## src/inc/aomc_pkg.sv

```systemverilog
// Shared constants and types for the converter output and mode control block
package aomc_pkg;
    // ==========================================================
    // Data path
    localparam int SAMPLE_W = 10;
    localparam int PIPE_LATENCY = 6;
    localparam logic [SAMPLE_W-1:0] CODE_ZERO = 10'h000;
    localparam logic [SAMPLE_W-1:0] CODE_FULL = 10'h3ff;
    localparam int MSB_POS = SAMPLE_W - 1;
    // ==========================================================
    // Format select level encoding (0, 1/3, 2/3, full supply)
    localparam logic [1:0] FMT_LVL_GND = 2'h0;
    localparam logic [1:0] FMT_LVL_THIRD = 2'h1;
    localparam logic [1:0] FMT_LVL_TWO_THIRD = 2'h2;
    localparam logic [1:0] FMT_LVL_FULL = 2'h3;
    // ==========================================================
    // Mode encoding
    typedef enum logic [1:0] {
        AOMC_NORMAL,
        AOMC_HIZ,
        AOMC_NAP,
        AOMC_SLEEP
    } aomc_mode_e;
    // ==========================================================
    // Interrupt status bit positions
    localparam int IRQ_OVF_BIT = 0;
    localparam int IRQ_MODE_BIT = 1;
    localparam int IRQ_W = 2;
    localparam logic [IRQ_W-1:0] IRQ_RESET = 2'h0;
    // ==========================================================
    // Register map, byte offsets
    localparam logic [3:0] REG_STATUS = 4'h0;
    localparam logic [3:0] REG_MASK = 4'h4;
    localparam logic [3:0] REG_MODE = 4'h8;
    localparam logic [3:0] REG_LAST = 4'hc;
    localparam int REG_AW = 4;
endpackage : aomc_pkg

```

## src/rtl/aomc_pipe.sv

```systemverilog
// Fixed-latency delay line carrying sample word, overflow flag and valid together
module aomc_pipe
    import aomc_pkg::*;
#(
    parameter int WIDTH = SAMPLE_W + 2,
    parameter int DEPTH = PIPE_LATENCY
) (
    input wire logic sys_clk, // System clock
    input wire logic rstn, // Asynchronous reset, active low
    input wire logic [WIDTH-1:0] din, // Stage entry
    output logic [WIDTH-1:0] dout // Stage exit after DEPTH edges
);
    logic [WIDTH-1:0] stage_q [DEPTH];

    // ==========================================================
    // Shift chain
    always_ff @(posedge sys_clk or negedge rstn) begin
        if (!rstn) begin
            for (int i = 0; i < DEPTH; i++) begin
                stage_q[i] <= '0;
            end
        end else begin
            stage_q[0] <= din;
            for (int i = 1; i < DEPTH; i++) begin
                stage_q[i] <= stage_q[i-1];
            end
        end
    end

    assign dout = stage_q[DEPTH-1];
endmodule : aomc_pipe

```

## src/rtl/aomc_sync.sv

```systemverilog
// Two flip-flop synchroniser for a bundle of static pin levels
module aomc_sync #(
    parameter int WIDTH = 4
) (
    input wire logic sys_clk, // System clock
    input wire logic rstn, // Asynchronous reset, active low
    input wire logic [WIDTH-1:0] async_in, // Pin levels
    output logic [WIDTH-1:0] sync_out // Synchronised levels
);
    logic [WIDTH-1:0] meta_q;
    logic [WIDTH-1:0] sync_q;

    always_ff @(posedge sys_clk or negedge rstn) begin
        if (!rstn) begin
            meta_q <= '0;
            sync_q <= '0;
        end else begin
            meta_q <= async_in;
            sync_q <= meta_q;
        end
    end

    assign sync_out = sync_q;
endmodule : aomc_sync

```

## src/rtl/aomc_top.sv

```systemverilog
// Output format, power mode and overflow control of a 10-bit pipelined converter
// What this block does
// - Take one sample per clock rising edge
// - Output word appears seven cycles later
// - Normal mode: convert and drive outputs
// - Outputs high impedance, conversion continues
// - Nap mode, word and flag outputs high impedance
// - Sleep mode, word and flag outputs high impedance
// - Four-level select sets format and stabilizer
// - Flag high on over or under range
// - Ten-bit word, top bit is MSB
// - Binary codes run zero to all ones
module aomc_top
    import aomc_pkg::*;
(
    input wire logic sys_clk, // System clock, conversion clock
    input wire logic rstn, // Asynchronous reset, active low
    input wire logic [SAMPLE_W-1:0] raw_code, // Quantised core result, binary
    input wire logic raw_over, // Core saw input above full scale
    input wire logic raw_under, // Core saw input below zero scale
    input wire logic power_down_select, // Pin, high selects nap or sleep
    input wire logic drive_enable_n, // Pin, low drives the outputs
    input wire logic [1:0] format_level, // Quantised four-level select pin
    input wire logic [REG_AW-1:0] reg_addr, // Register address
    input wire logic [31:0] reg_wdata, // Register write data
    input wire logic reg_wr, // Write strobe
    input wire logic reg_rd, // Read strobe
    output logic [31:0] reg_rdata, // Read data, one cycle after strobe
    output logic [SAMPLE_W-1:0] sample_word_out, // Parallel result word
    output logic [SAMPLE_W-1:0] sample_word_oe, // Drive enables for the word
    output logic range_overflow_flag, // Over or under range flag
    output logic range_overflow_oe, // Drive enable for the flag
    output logic data_msb_out, // Copy of the top data bit
    output logic stabilizer_on, // Clock duty cycle stabilizer enable
    output logic twos_comp_sel, // Two's complement format chosen
    output logic core_active, // Converter core powered
    output logic deep_sleep, // Deepest sleep chosen
    output logic irq // Level interrupt
);
    logic [3:0] pins_sync;
    logic pd_s;
    logic oen_s;
    logic [1:0] fmt_s;
    aomc_mode_e mode;
    aomc_mode_e mode_q;
    logic [SAMPLE_W+1:0] pipe_in;
    logic [SAMPLE_W+1:0] pipe_out;
    logic [SAMPLE_W-1:0] word_fmt;
    logic drive;
    logic [IRQ_W-1:0] status_q;
    logic [IRQ_W-1:0] mask_q;
    logic [IRQ_W-1:0] events;
    logic ovf_evt;
    logic [SAMPLE_W-1:0] last_word_q;
    logic last_ovf_q;
    logic twos_d;
    logic stab_d;
    logic pipe_valid;
    logic pipe_ovf;

    // ==========================================================
    // Helpers
    function automatic logic reg_hit(input logic strobe, input logic [REG_AW-1:0] addr,
        input logic [REG_AW-1:0] target);
        return strobe && (addr == target);
    endfunction : reg_hit

    // Two's complement is the binary code with the top bit inverted
    function automatic logic [SAMPLE_W-1:0] fmt_code(input logic [SAMPLE_W-1:0] code,
        input logic twos);
        return twos ? {~code[MSB_POS], code[MSB_POS-1:0]} : code;
    endfunction : fmt_code

    // Normal and high-impedance modes keep the core converting
    function automatic logic is_powered(input aomc_mode_e m);
        return (m == AOMC_NORMAL) || (m == AOMC_HIZ);
    endfunction : is_powered

    // ==========================================================
    // Static pin synchronisation
    aomc_sync #(
        .WIDTH(4)
    ) u_sync (
        .sys_clk(sys_clk),
        .rstn(rstn),
        .async_in({format_level, ~drive_enable_n, power_down_select}),
        .sync_out(pins_sync)
    );
    assign pd_s = pins_sync[0];
    // The enable travels inverted so that a cleared synchroniser reads as
    // outputs off: nothing is driven after reset until the pin has been seen.
    assign oen_s = ~pins_sync[1];
    assign fmt_s = pins_sync[3:2];

    // ==========================================================
    // Mode decode
    always_comb begin
        unique case ({pd_s, oen_s})
            2'b00: mode = AOMC_NORMAL;
            2'b01: mode = AOMC_HIZ;
            2'b10: mode = AOMC_NAP;
            2'b11: mode = AOMC_SLEEP;
        endcase
    end

    always_ff @(posedge sys_clk or negedge rstn) begin
        if (!rstn) begin
            mode_q <= AOMC_HIZ;
        end else begin
            mode_q <= mode;
        end
    end

    always_ff @(posedge sys_clk or negedge rstn) begin
        if (!rstn) begin
            core_active <= 1'b0;
        end else begin
            core_active <= is_powered(mode);
        end
    end

    always_ff @(posedge sys_clk or negedge rstn) begin
        if (!rstn) begin
            deep_sleep <= 1'b0;
        end else begin
            deep_sleep <= (mode == AOMC_SLEEP);
        end
    end

    // ==========================================================
    // Format and stabilizer select
    always_comb begin
        twos_d = 1'b0;
        stab_d = 1'b0;
        unique case (fmt_s)
            FMT_LVL_GND: begin
                twos_d = 1'b0;
                stab_d = 1'b0;
            end
            FMT_LVL_THIRD: begin
                twos_d = 1'b0;
                stab_d = 1'b1;
            end
            FMT_LVL_TWO_THIRD: begin
                twos_d = 1'b1;
                stab_d = 1'b1;
            end
            FMT_LVL_FULL: begin
                twos_d = 1'b1;
                stab_d = 1'b0;
            end
        endcase
    end

    always_ff @(posedge sys_clk or negedge rstn) begin
        if (!rstn) begin
            twos_comp_sel <= 1'b0;
        end else begin
            twos_comp_sel <= twos_d;
        end
    end

    always_ff @(posedge sys_clk or negedge rstn) begin
        if (!rstn) begin
            stabilizer_on <= 1'b0;
        end else begin
            stabilizer_on <= stab_d;
        end
    end

    // ==========================================================
    // Sample pipeline
    // Capture flop plus five delay stages; the output flop lands on the seventh edge.
    // Capture each edge
    assign pipe_in = {raw_over | raw_under, core_active, raw_code};

    aomc_pipe #(
        .WIDTH(SAMPLE_W + 2),
        .DEPTH(PIPE_LATENCY)
    ) u_pipe (
        .sys_clk(sys_clk),
        .rstn(rstn),
        .din(pipe_in),
        .dout(pipe_out)
    );

    assign pipe_valid = pipe_out[SAMPLE_W];
    assign pipe_ovf = pipe_out[SAMPLE_W+1];

    assign word_fmt = fmt_code(pipe_out[SAMPLE_W-1:0], twos_comp_sel);

    assign drive = (mode_q == AOMC_NORMAL);

    // ==========================================================
    // Output drivers
    // Napping or sleeping cores produce no fresh data; the word freezes.
    // Top bit is MSB
    always_ff @(posedge sys_clk or negedge rstn) begin
        if (!rstn) begin
            sample_word_out <= CODE_ZERO;
        end else if (pipe_valid) begin
            sample_word_out <= word_fmt;
        end
    end

    always_ff @(posedge sys_clk or negedge rstn) begin
        if (!rstn) begin
            data_msb_out <= 1'b0;
        end else if (pipe_valid) begin
            data_msb_out <= word_fmt[MSB_POS];
        end
    end

    always_ff @(posedge sys_clk or negedge rstn) begin
        if (!rstn) begin
            range_overflow_flag <= 1'b0;
        end else if (pipe_valid) begin
            range_overflow_flag <= pipe_ovf;
        end
    end

    always_ff @(posedge sys_clk or negedge rstn) begin
        if (!rstn) begin
            sample_word_oe <= CODE_ZERO;
        end else begin
            sample_word_oe <= drive ? CODE_FULL : CODE_ZERO;
        end
    end

    always_ff @(posedge sys_clk or negedge rstn) begin
        if (!rstn) begin
            range_overflow_oe <= 1'b0;
        end else begin
            range_overflow_oe <= drive;
        end
    end

    // ==========================================================
    // Register file and interrupts
    assign ovf_evt = pipe_valid & pipe_ovf;
    assign events = {(mode != mode_q), ovf_evt};

    always_ff @(posedge sys_clk or negedge rstn) begin
        if (!rstn) begin
            status_q <= IRQ_RESET;
        end else begin
            // Set wins over a simultaneous write-one clear
            if (reg_hit(reg_wr, reg_addr, REG_STATUS)) begin
                status_q <= (status_q & ~reg_wdata[IRQ_W-1:0]) | events;
            end else begin
                status_q <= status_q | events;
            end
        end
    end

    always_ff @(posedge sys_clk or negedge rstn) begin
        if (!rstn) begin
            mask_q <= IRQ_RESET;
        end else if (reg_hit(reg_wr, reg_addr, REG_MASK)) begin
            mask_q <= reg_wdata[IRQ_W-1:0];
        end
    end

    always_ff @(posedge sys_clk or negedge rstn) begin
        if (!rstn) begin
            last_word_q <= CODE_ZERO;
            last_ovf_q <= 1'b0;
        end else if (pipe_valid) begin
            last_word_q <= word_fmt;
            last_ovf_q <= pipe_ovf;
        end
    end

    always_ff @(posedge sys_clk or negedge rstn) begin
        if (!rstn) begin
            irq <= 1'b0;
        end else begin
            irq <= |((status_q | events) & mask_q);
        end
    end

    always_ff @(posedge sys_clk or negedge rstn) begin
        if (!rstn) begin
            reg_rdata <= 32'h0000_0000;
        end else if (reg_rd) begin
            unique case (reg_addr)
                REG_STATUS: reg_rdata <= {30'h000_0000, status_q};
                REG_MASK: reg_rdata <= {30'h000_0000, mask_q};
                REG_MODE: reg_rdata <= {26'h00_0000, deep_sleep, core_active,
                    stabilizer_on, twos_comp_sel, mode_q};
                REG_LAST: reg_rdata <= {21'h0_0000, last_ovf_q, last_word_q};
                default: reg_rdata <= 32'h0000_0000;
            endcase
        end else begin
            reg_rdata <= 32'h0000_0000;
        end
    end
endmodule : aomc_top

```

## config.mk

```make
export PLATFORM = sky130hd
export DESIGN_NAME = aomc_top
export DESIGN_NICKNAME = d
export VERILOG_FILES = /design/src/inc/aomc_pkg.sv /design/src/rtl/aomc_pipe.sv /design/src/rtl/aomc_sync.sv /design/src/rtl/aomc_top.sv
export SDC_FILE = /design/constraint.sdc
export NUM_CORES = 1
export LEC_CHECK = 0
export ABC_AREA = 1
export BUFFER_PORTS_ARGS = -buffer_cell sky130_fd_sc_hd__buf_4
export CAP_MARGIN = 40
export CORE_AREA = 3 3 63 124
export DETAILED_ROUTE_END_ITERATION = 10
export DIE_AREA = 0 0 66 127
export GPL_ROUTABILITY_DRIVEN = 0
export PLACE_DENSITY = 0.83
export SLEW_MARGIN = 30
export SYNTH_ARGS = -nofsm -noshare
export SYNTH_HDL_FRONTEND = slang
export SYNTH_SLANG_ARGS = --single-unit
```

## constraint.sdc

```tcl
create_clock -name sys_clk -period 3.05 [get_ports sys_clk]
set_clock_uncertainty 0.05 [all_clocks]
set_input_delay 0.61 -clock sys_clk [delete_from_list [all_inputs] [get_ports sys_clk]]
set_output_delay 0.61 -clock sys_clk [all_outputs]
set_load 0.005 [all_outputs]
```

Word level (Yosys, flattened, before mapping)
Cells that the tools add are included.
{"block": "totals", "elab_cells": 65, "inputBits": 56, "output_inout_bits": 60, "reg_bits": 146}
{"block": "op_classes", "n_eq_ne": 12, "mux": 8, "n_bitwise": 10, "n_reduce_logical": 13}
{"op": "$pmux W11 S4", "n": 1}
{"op": "$mux W32", "n": 1}
{"op": "$mux W10", "n": 2}
{"op": "$eq A2 B2 Y1 const B", "n": 5}
{"op": "$reduce_or A2 Y1", "n": 5}
{"op": "$eq A4 B4 Y1 const B", "n": 2}
{"op": "$logic_not A2 Y1", "n": 4}
{"op": "$pmux W2 S4", "n": 1}
{"op": "$eq A2 B1 Y1 const B", "n": 3}
{"op": "$and A2 B2 Y2", "n": 2}
{"op": "$eq A4 B3 Y1 const B", "n": 1}
{"op": "$logic_not A4 Y1", "n": 1}
{"op": "$or A2 B2 Y2", "n": 2}
{"op": "$pmux W1 S2", "n": 2}
{"op": "$not A1 Y1", "n": 3}
{"op": "$logic_and A1 B1 Y1", "n": 2}
{"op": "$mux W2", "n": 1}
{"op": "$ne A2 B2 Y1", "n": 1}
{"op": "$not A2 Y2", "n": 1}
{"op": "$and A1 B1 Y1", "n": 1}
{"op": "$logic_or A1 B1 Y1", "n": 1}
{"op": "$or A1 B1 Y1", "n": 1}

Depth between registers and ports, before layout
Gate-level depths: netlist (run 1).
{"block": "logic_depth", "depth_word": 7, "ltp_mapped": 6, "mapped_depth_nobuf": 6}

Cells and area by module
A second synthesis (run 1) with hierarchy kept.
{"block": "hier_totals", "cells_unflattened": 268, "hier_area_um2": 3754.9}
{"module": "aomc_pipe", "area_each_um2": 1891.8, "instances": 1, "seq_area_each_um2": 1801.7, "cells_per_inst": 84}
{"module": "aomc_top", "area_each_um2": 1662.8, "instances": 1, "seq_area_each_um2": 852.1, "cells_per_inst": 176}
{"module": "aomc_sync", "area_each_um2": 200.2, "instances": 1, "seq_area_each_um2": 200.2, "cells_per_inst": 8}

Least setup slack after synthesis (run 1)
OpenSTA, ideal clock, no wires.
{"block": "synth_path", "path_type": "input to register", "start": "input port reg_addr[1]", "end": "register status_q[0]", "t_required_ps": 2881, "n_path_buf": 1, "path_slack_ps": 1751, "cell_stages": 4, "t_arrival_ps": 1131, "path_cell_list": "nor2_4 -> buf_6 -> nand3_1 -> o21a_1"}
{"block": "synth_via", "elab_chain_cells": 3}
{"item": "start: declaration", "line": "aomc_top.sv:24", "text": "input wire logic [REG_AW-1:0] reg_addr,"}
{"item": "$logic_not A4 Y1", "line": "aomc_top.sv:65", "text": "return strobe && (addr == target);"}
{"item": "$logic_and A1 B1 Y1", "line": "aomc_top.sv:65"}
{"item": "$mux W2", "line": "aomc_top.sv:248", "text": "if (reg_hit(reg_wr, reg_addr, REG_STATUS)) begin"}
{"item": "end signal: assignment", "line": "aomc_top.sv:249", "text": "status_q <= (status_q & ~reg_wdata[IRQ_W-1:0]) | events;"}
{"item": "end signal: assignment", "line": "aomc_top.sv:251", "text": "status_q <= status_q | events;"}
{"item": "end: declaration", "line": "aomc_top.sv:50", "text": "logic [IRQ_W-1:0] status_q;"}
Every way passes these cells.
A chain may end at the register's enable or synchronous reset.

==> out/results.tsv, run 1 <==
metric	value	unit
status	finished clean	
finalPower	3.68	mW
synth_compound_area_frac	0.0192	
num-nets-final	396	
synth_flop_cell	dfrtp_1	
postCtsSetupBuffers	0	
synth_area	3660	um^2
clkSinkCount	114	
critical_path_required	2.39	ns
slowest_delay	0.51	ns
io-pin-count	116	
synth_cell_types	22	
place.detailed.hpwl	3.78	mm
port_buffers	64	
track_usage	0.169	
grt_max_degree	66	
gr-total-overflow	0	
grt_setup_unrepaired	no	
drc	0	
vias_per_cell	4.71	
crit_family	flip-flops	
synth_xor_area_frac	0.00479	
ff2ff_setup_slack	1.70	ns
fin_cells	440	
path_cells	buf_4	
grt.met3_usage	0.0695	
seq_area_frac_synth	0.780	
yosysWarningCount	0	
h-tree-depth	4	
grt_pass1_wl	9.89	mm
synth-async-reset-ratio	1.00	
timing.fmax	575	MHz
floorplan.rows	43	
setup_violations	0	
synth_edf_count	0	
yosys-mux-area-fraction	0	
drv_cap	0	
cpMaxStageDelayCell	dfrtp_1	
synth.avg_cell_area	13.6	um^2
die_h	127	um
cts-root-buf	clkbuf_16	
cts_made_buffers	17	
power_density	787	nW/um^2
irDropWorstVdd	0.733	mV
hold_violations	0	
grt_use_met1	0.141	
arrival	1.08	ns
post_cts_resized	0	
ys_seq_elements	114	
first_pass_iters	4	
layout_commonest_cell	dfrtp_1	
die-area	8380	um^2
path_max_fanout	11	
grt_busiest_layer	met2	
clkSlewWorstSetupHoldPaths	0.05	ns
synthToLayoutAreaGrowth	27.9	%
hold_class	in2async	
wl_per_cell	14.6	um
use_met2	0.307	
critical_path_class	reg2out	
wirelength	6.42	mm
p_leak	2.37	nW
crit_path_start_kind	flip-flop	
antenna_found_initial	0	
final_cell_mix	dfrtp_1, buf_4, nand2_1	
clkLatencyLatePin	0.40	ns
drive_gt1_frac	0.291	
synth_top_family_by_area	simple AND/OR/NAND/NOR gates	
period_share	0.570	
diodes	0	
num_vias	2073	
initial_core_util	0.527	
antenna_left	0	
regToRegEndpoint	data_msb_out$_DFFE_PN0P_	
finalMaxSlewViolations	0	
synthAdderAreaFrac	0.00684	
core_area	6940	um^2
critPathCaptureType	output port	
post-place-cells	408	
cts_tree	yes	
reg2regPathDepth	2	
synth-simple-area-share	0.0961	
cts_buffer_depth	2	
synthCells	268	
setup_tns	0	ns
fp.dieW	66	um
grt_pass1_vias	2119	
r2r_start	u_pipe.dout[10]$_DFF_PN0_	
drtIter0Drc	183	
worst-path-buf-inv	1	
min_period	1.74	ns
postCtsHoldBufs	0	
[flip-flops by register name, summed over array words and instances (netlist names)]
signal	flops
core_active	1
mode_q	2
last_ovf_q	1
twos_comp_sel	1
mask_q	2
u_pipe.stage_q	60
u_sync.meta_q	4
stabilizer_on	1
u_pipe.dout	12
data_msb_out	1
sample_word_oe	1
last_word_q	9
status_q	2
u_sync.sync_out	4
deep_sleep	1
irq	1
reg_rdata	11
[per-layer routing]
layer	vias up	wire length [um]
li1	911	-
met1	1039	1910
met2	101	3830
met3	22	434
met4	0	242
met5	-	0
[synthesized netlist by cell type (2+ instances only)]
cell,number,area share
dfrtp_1,113,0.77
inv_1,20,0.021
nor2_2,2,0.0034
buf_4,32,0.066
a21oi_1,4,0.0055
ha_1,2,0.0068
or2_2,2,0.0034
nand2_1,46,0.047
nor2_1,14,0.014
xnor2_1,2,0.0048
nand3_1,14,0.019
o21ai_0,7,0.0096
[through the flow]
| step | hold WS [ns] | setup slack, ns | cell area [um^2] | util |
|---|---|---|---|---|
| 2_1_floorplan | 0.264 | 1.75 | 3730 | - |
| 3_3_place_gp | 0.282 | 1.52 | 4090 | 0.589 |
| 3_5_place_dp | 0.285 | 1.43 | 4090 | 0.589 |
| 4_1_cts | 0.248 | 1.28 | 4660 | 0.671 |
| 5_1_grt | 0.0822 | 1.24 | 4680 | 0.674 |
| 6_report | 0.0758 | 1.31 | 4680 | 0.674 |
[worst max path at each step]
| stage | slack (ns) | end | from | depth (start not counted) |
|---|---|---|---|---|
| after CTS | 1.28 | sample_word_oe[5] | sample_word_oe[8]$_DFF_PN0_ | 1 |
| after detailed placement | 1.43 | status_q[1]$_DFF_PN0_ | reg_addr[1] | 5 |
| after global placement | 1.52 | mask_q[1]$_DFFE_PN0P_ | reg_addr[1] | 5 |
| after floorplan | 1.75 | status_q[0]$_DFF_PN0_ | reg_addr[1] | 4 |
| final | 1.31 | sample_word_oe[5] | sample_word_oe[8]$_DFF_PN0_ | 1 |
| after global routing | 1.24 | sample_word_oe[5] | sample_word_oe[8]$_DFF_PN0_ | 1 |
[area by class of cell]
type | count | area (um^2)
sequential | 114 | 2850
clock inverter | 9 | 108
multi-input combinational | 119 | 543
inverter | 20 | 75.1
fill | 477 | 2260
clock buffer | 22 | 464
tap | 90 | 113
timing repair buffer | 66 | 520
[power breakdown]
part	total [mW]	switching [mW]	internal [mW]
Sequential	1.65	0.0471	1.60
Combinational	0.183	0.0980	0.0846
Clock	1.85	0.615	1.23
Total	3.68	0.760	2.92
[cell families (layout without fill, tap and decap cells)]
family / after synthesis / after routing
buffers and inverters: 55 / 117
and+or+nand+nor: 81 / 81
xor gates and xnor gates: 2 / 2
DFF: 114 / 114
other: 1 / 21
AOI/OAI and AO/OA: 13 / 13
adders and majority gates: 2 / 2
No activity file was read; power rests on OpenSTA's default activity.
==> run 2, diff against run 1 <==
--- a/config.mk
+++ b/config.mk
@@ -5,14 +5,14 @@
 export SDC_FILE = /design/constraint.sdc
 export NUM_CORES = 1
 export LEC_CHECK = 0
-export ABC_AREA = 1
+export ABC_AREA = 0
 export BUFFER_PORTS_ARGS = -buffer_cell sky130_fd_sc_hd__buf_4
 export CAP_MARGIN = 40
-export CORE_AREA = 3 3 63 124
+export CORE_AREA = 3 3 68 133
 export DETAILED_ROUTE_END_ITERATION = 10
-export DIE_AREA = 0 0 66 127
+export DIE_AREA = 0 0 71 136
 export GPL_ROUTABILITY_DRIVEN = 0
-export PLACE_DENSITY = 0.83
+export PLACE_DENSITY = 0.75
 export SLEW_MARGIN = 30
 export SYNTH_ARGS = -nofsm -noshare
 export SYNTH_HDL_FRONTEND = slang
==> constraint.sdc (replaced) <==
create_clock -name sys_clk -period 1.55 [get_ports sys_clk]
set_clock_uncertainty 0.05 [all_clocks]
set_input_delay 0.31 -clock sys_clk [delete_from_list [all_inputs] [get_ports sys_clk]]
set_output_delay 0.31 -clock sys_clk [all_outputs]
set_load 0.005 [all_outputs]
==> run 2 against run 1 <==
Synthesized cell count decreased by 20%. Total power is 120% higher. Critical endpoint is now sample_word_oe[0]. Global-route usage is 4.2 points lower.
==> out/results.tsv, run 2 <==
metric	value	unit	change
period_share	0.919		
ys_seq_elements	114		unchanged
fp.dieW	71	um	+7.6%
wl_per_cell	12.7	um	-13%
vias_per_cell	4.39		-6.8%
first_pass_iters	4		unchanged
path_cells	buf_4		
synthTopCellsByCount	dfrtp_1, buf_4, mux2_2		
netlist.area_leader.share	0.784		+0.0113
slowest_delay	0.50	ns	about the same
diodes	0		unchanged
hold_violations	0		unchanged
post-place-cells	365		-11%
synth_area	3600	um^2	-1.4%
setup_violations	0		unchanged
cts_made_buffers	17		unchanged
core_area	8060	um^2	+16%
h-tree-depth	4		unchanged
drtIter0Drc	89		-51%
place.detailed.hpwl	3.40	mm	-10%
path_max_fanout	11		unchanged
worst-path-buf-inv	1		unchanged
die-area	9660	um^2	+15%
floorplan.rows	46		+7.0%
cpMaxStageDelayCell	dfrtp_1		
timing.fmax	702	MHz	
num_vias	1809		-13%
max_slew_margin	0.662		
cts_tree	yes		
final_cell_mix	dfrtp_1, buf_4, conb_1		
antenna_left	0		unchanged
synth-async-reset-ratio	1.00		unchanged
regMostFlops	u_pipe.stage_q		
critical_path_class	reg2out		
io-pin-count	116		unchanged
finalInstanceArea	4940	um^2	+5.7%
crit_path_start_kind	flip-flop		
crit_family	flip-flops		
synth_edf_count	0		unchanged
clkSlewWorstSetupHoldPaths	0.05	ns	about the same
min_period	1.42	ns	
hold_class	in2reg		
grt_pass1_vias	1926		-9.1%
drc	0		unchanged
tightestPinTransition	0.507	ns	
clkSinkCount	114		unchanged
largest_reg_flops	60		unchanged
worstHoldPathCells	2		
min_to	u_pipe.stage_q[71]$_DFF_PN0_		
synthToLayoutAreaGrowth	37.1	%	
layout_commonest_cell	dfrtp_1		
yosysWarningCount	0		unchanged
cts_buffer_depth	2		unchanged
synth_area_leaders	dfrtp_1, buf_4, mux2_2		
fin_cells	412		-6.4%
synth_cell_types	26		+18%
wirelength	5.24	mm	-18%
status	finished clean		
reg2regPathDepth	3		+1
seq_area_frac_synth	0.792		+0.0114
synth_flop_cell	dfrtp_1		
grt_max_degree	27		-59%
synth_top_area_cell	dfrtp_1		
synth.avg_cell_area	16.8	um^2	+23%
grt_setup_unrepaired	no		
postCtsSetupBuffers	0		unchanged
ff2ff_setup_slack	0.32	ns	-1.38 ns
cts-root-buf	clkbuf_16		
critical_path_required	1.19	ns	-1.20 ns
die_h	136	um	+7.1%
gr-total-overflow	0		unchanged
r2r_start	mode_q[0]$_DFF_PN1_		
port_buffers	64		unchanged
drive_gt1_frac	0.377		+0.0852
p_leak	2.39	nW	+1.1%
antenna_found_initial	0		unchanged
clkLatencyLatePin	0.39	ns	about the same
track_usage	0.127		-0.0423
initial_core_util	0.447		-0.0796
regToRegEndpoint	irq$_DFF_PN0_		
synthCells	214		-20%
critPathCaptureType	output port		
irDropWorstVdd	1.07	mV	+46%
hold_start	raw_over		
finalMaxSlewViolations	0		unchanged
drv_cap	0		unchanged
grt_pass1_wl	8.91	mm	-9.8%
num-nets-final	361		-8.8%
placed_area	4110	um^2	+0.61%
yosysMostFrequentCell	dfrtp_1		
arrival	1.06	ns	-0.02 ns
power_density	1620	nW/um^2	+110%
==> run 2: cell types whose count changed in the layout (fill, tap and decap cells not counted), moves of 3 or more <==
cell | before | now
nand3_1 | 14 | 0
and2_1 | 0 | 7
nor2_1 | 14 | 8
o21ai_0 | 7 | 4
clkbuf_1 | 3 | 0
mux2_2 | 0 | 9
inv_1 | 20 | 8
nand2_1 | 46 | 4
mux2i_1 | 0 | 4
buf_4 | 64 | 67
bufinv_16 | 2 | 6
dlygate4sd3_1 | 0 | 15
==> run 2: through the flow <==
step / utilization / power (mW) / worst slack, ns / hold slack (ns) / TNS (ns)
final: 0.614 / 7.99 / 0.125 / 0.0550 / 0
after global routing: 0.614 / 8.32 / 0.0402 / 0.0473 / 0
after CTS: 0.614 / 8.11 / 0.0886 / 0.0330 / 0
after detailed placement: 0.510 / 3.67 / -0.133 / 0.180 / -0.265
after global placement: 0.510 / 3.64 / -0.137 / 0.177 / -0.268
after floorplan: - / 3.45 / 0.00693 / -0.0356 / 0
==> run 2: cell families after synthesis <==
| logic type | synth area share |
|---|---|
| buffers and inverters | 0.0784 |
| XOR/XNOR | 0.00729 |
| flip-flops | 0.792 |
| AND/OR/NAND/NOR | 0.0420 |
| multiplexers | 0.0621 |
| adder cells (fa/ha/maj) | 0.00694 |
| other | 0.00104 |
| AO/OA/AOI/OAI | 0.0104 |
==> run 2: final cells by class <==
| type | count | area, um^2 |
|---|---|---|
| fill | 599 | 3110 |
| sequential | 114 | 2850 |
| timing repair buffer | 85 | 713 |
| multi-input combinational | 77 | 543 |
| clock buffer | 19 | 453 |
| clock inverter | 13 | 230 |
| tap | 96 | 120 |
| inverter | 8 | 30.0 |
==> run 2: worst max path at each step <==
stage	startpoint	slack [ns]	depth (start not counted)	to
2_1_floorplan	reg_addr[3]	0.007	3	mask_q[0]$_DFFE_PN0P_
3_5_place_dp	reg_addr[3]	-0.13	4	mask_q[1]$_DFFE_PN0P_
4_1_cts	sample_word_oe[8]$_DFF_PN0_	0.09	1	sample_word_oe[1]
5_1_grt	sample_word_oe[8]$_DFF_PN0_	0.04	1	sample_word_oe[1]
6_report	sample_word_oe[8]$_DFF_PN0_	0.13	1	sample_word_oe[0]
3_3_place_gp	reg_addr[3]	-0.14	4	mask_q[1]$_DFFE_PN0P_
==> run 2: report_power, final <==
group | internal, mW | total, mW | switching, mW
combinational | 0.238 | 0.401 | 0.163
sequential | 3.15 | 3.24 | 0.0881
clock | 3.10 | 4.35 | 1.25
==> run 2: metal layers <==
| metal | routed length [um] | GRT usage | vias up | share of wire |
|---|---|---|---|---|
| met5 | 0 | 0 | - | 0 |
| met2 | 2890 | 0.209 | 91 | 0.55 |
| met3 | 430 | 0.0614 | 8 | 0.082 |
| met1 | 1850 | 0.128 | 905 | 0.35 |
| li1 | - | - | 805 | - |
| met4 | 78 | 0.0743 | 0 | 0.015 |
==> run 2: what timing repair did <==
item                      in CTS  in global routing
hold buffers                  15                  0
gates resized for setup        0                  0
hold endpoints to repair      30                  0
==> run 3, diff against run 2 <==
--- a/config.mk
+++ b/config.mk
@@ -13,6 +13,7 @@
 export DIE_AREA = 0 0 71 136
 export GPL_ROUTABILITY_DRIVEN = 0
 export PLACE_DENSITY = 0.75
+export REMOVE_ABC_BUFFERS = 1
 export SLEW_MARGIN = 30
 export SYNTH_ARGS = -nofsm -noshare
 export SYNTH_HDL_FRONTEND = slang
==> run 3 against run 2 <==
Final cell count is 0.24% higher. Via count increased by 1.6%. Clock power fell by 5.1%. Cell area down 0.91%. Highest routed layer unchanged. First-iteration DRC count rose by 25%. Register-to-register slack lost 0.02 ns.
==> out/results.tsv, run 3 (same netlist as run 2, synthesis figures left out) <==
metric	value	unit	change
p_sw_frac	0.189		+0.00144
vias_per_cell	4.45		+1.4%
clkSlewWorstSetupHoldPaths	0.05	ns	about the same
layout_commonest_cell	dfrtp_1		
hold_class	in2reg		
initial_core_util	0.447		unchanged
crit_family	flip-flops		
power_density	1590	nW/um^2	-1.7%
combPwrFrac	0.052		+0.002
worstHoldPathCells	2		unchanged
max_slew_margin	0.639		-0.0232
h-tree-depth	4		unchanged
worst-path-buf-inv	1		unchanged
die-area	9660	um^2	unchanged
drive_gt1_frac	0.372		-0.00434
min_to	u_pipe.stage_q[71]$_DFF_PN0_		
status	finished clean		
hold_start	raw_over		
met2_length	3.38	mm	+17%
num-nets-final	362		+0.28%
reg2regPathDepth	2		-1
r2r_start	last_word_q[0]$_DFFE_PN0P_		
gr-total-overflow	0		unchanged
wl_per_cell	14.1	um	+11%
drv_cap	0		unchanged
synthToLayoutAreaGrowth	35.9	%	
worst_slack	0.103	ns	-0.0224 ns
path_cells	buf_4		
cts-root-buf	clkbuf_16		
crit_path_start_kind	flip-flop		
io-pin-count	116		unchanged
critical_path_required	1.19	ns	about the same
p_leak	2.39	nW	-0.32%
internal_power	6.31	mW	-2.8%
floorplan.rows	46		unchanged
cts_tree	yes		
slowest_delay	0.52	ns	+0.02 ns
fin_hold_ws	0.0558	ns	+0.000807 ns
postCtsSetupBuffers	0		unchanged
track_usage	0.134		+0.00707
fillerInstances	579		-3.3%
drc	0		unchanged
fp.dieW	71	um	unchanged
regMostFlops	u_pipe.stage_q		
cpMaxStageDelayCell	dfrtp_1		
seqCellArea	2850	um^2	unchanged
dr.max_layer_used	met4		
m1WireLength	1.90	mm	+2.9%
grt_pass1_vias	2027		+5.2%
pre_cts_ws	-0.165	ns	-0.0321 ns
arrival	1.09	ns	+0.03 ns
die_h	136	um	unchanged
final_util	0.608		-0.00559
p_sw	1.48	mW	-1.8%
period_share	0.934		+0.0145
clkLatencyLatePin	0.40	ns	about the same
port_buffers	64		unchanged
tightestPinTransition	0.542	ns	+0.0348 ns
cts_made_buffers	17		unchanged
regToRegEndpoint	reg_rdata[0]$_DFF_PN0_		
multiInputGateArea	543	um^2	unchanged
grt_pass1_wl	9.29	mm	+4.2%
final_cell_mix	dfrtp_1, buf_4, conb_1		
diodes	0		unchanged
critPathCaptureType	output port		
path_max_fanout	11		unchanged
critical_path_class	reg2out		
antenna_left	0		unchanged
cts_buffer_depth	2		unchanged
num_vias	1838		+1.6%
irDropWorstVdd	1.23	mV	+14%
first_pass_iters	4		unchanged
clkPwrFrac	0.531		-0.013
clkSinkCount	114		unchanged
largest_reg_flops	60		unchanged
place.detailed.hpwl	3.64	mm	+7.0%
core_area	8060	um^2	unchanged
hold_violations	0		unchanged
finalMaxSlewViolations	0		unchanged
grt_max_degree	36		+33%
finalPower	7.79	mW	-2.6%
ff2ff_setup_slack	0.30	ns	-0.02 ns
timing.fmax	691	MHz	-1.5%
antenna_found_initial	0		unchanged
drtIter0Drc	111		+25%
setup_violations	0		unchanged
dr_wl_met3	414	um	-3.7%
grt_setup_unrepaired	no		
min_period	1.45	ns	+0.0224 ns
seqPwrFrac	0.417		+0.011
wirelength	5.83	mm	+11%
## run 3: stage by stage
| step | cells | TNS (ns) | cell area [um^2] |
|---|---|---|---|
| finish | 413 | 0 | 4900 |
| global route | 413 | 0 | 4900 |
| CTS | 413 | 0 | 4900 |
| detailed placement | 366 | -0.324 | 4110 |
| global placement | 366 | -0.301 | 4110 |
| floorplan | 199 | 0 | 3430 |
## run 3: power groups by stage
| stage | Sequential [mW] | Combinational, mW | Clock (mW) |
|---|---|---|---|
| 6_report | 3.25 | 0.405 | 4.13 |
| 5_1_grt | 3.26 | 0.449 | 4.39 |
| 4_1_cts | 3.25 | 0.414 | 4.22 |
| 3_5_place_dp | 3.29 | 0.377 | 0 |
| 3_3_place_gp | 3.28 | 0.361 | 0 |
| 2_1_floorplan | 3.27 | 0.113 | 0 |
## run 3: how the worst max path moves through the flow
stage                                      from                    end  cells after the start
CTS                 sample_word_oe[8]$_DFF_PN0_      sample_word_oe[7]                      1
global placement                    reg_addr[3]  mask_q[1]$_DFFE_PN0P_                      4
floorplan                           reg_addr[3]  mask_q[0]$_DFFE_PN0P_                      3
global route        sample_word_oe[8]$_DFF_PN0_      sample_word_oe[5]                      1
finish              sample_word_oe[8]$_DFF_PN0_      sample_word_oe[7]                      1
detailed placement                  reg_addr[3]  mask_q[0]$_DFFE_PN0P_                      4
## run 3: routing by layer
layer	GRT usage	vias up
li1	-	812
met1	0.123	931
met2	0.230	86
met3	0.0681	9
met4	0.0785	0
met5	0	-
## run 3: area by class of cell
| type | instances | share of cell area |
|---|---|---|
| clock buffer | 21 | 0.0940 |
| clock inverter | 11 | 0.0373 |
| inverter | 8 | 0.00613 |
| multi-input combinational | 77 | 0.111 |
| sequential | 114 | 0.583 |
| tap | 96 | 0.0245 |
| timing repair buffer | 86 | 0.145 |
## run 3: timing repair
item / 4_1_cts / 5_1_grt
hold buffers: 15 / 0
hold endpoints to repair: 30 / 0
resized for setup: 0 / 0
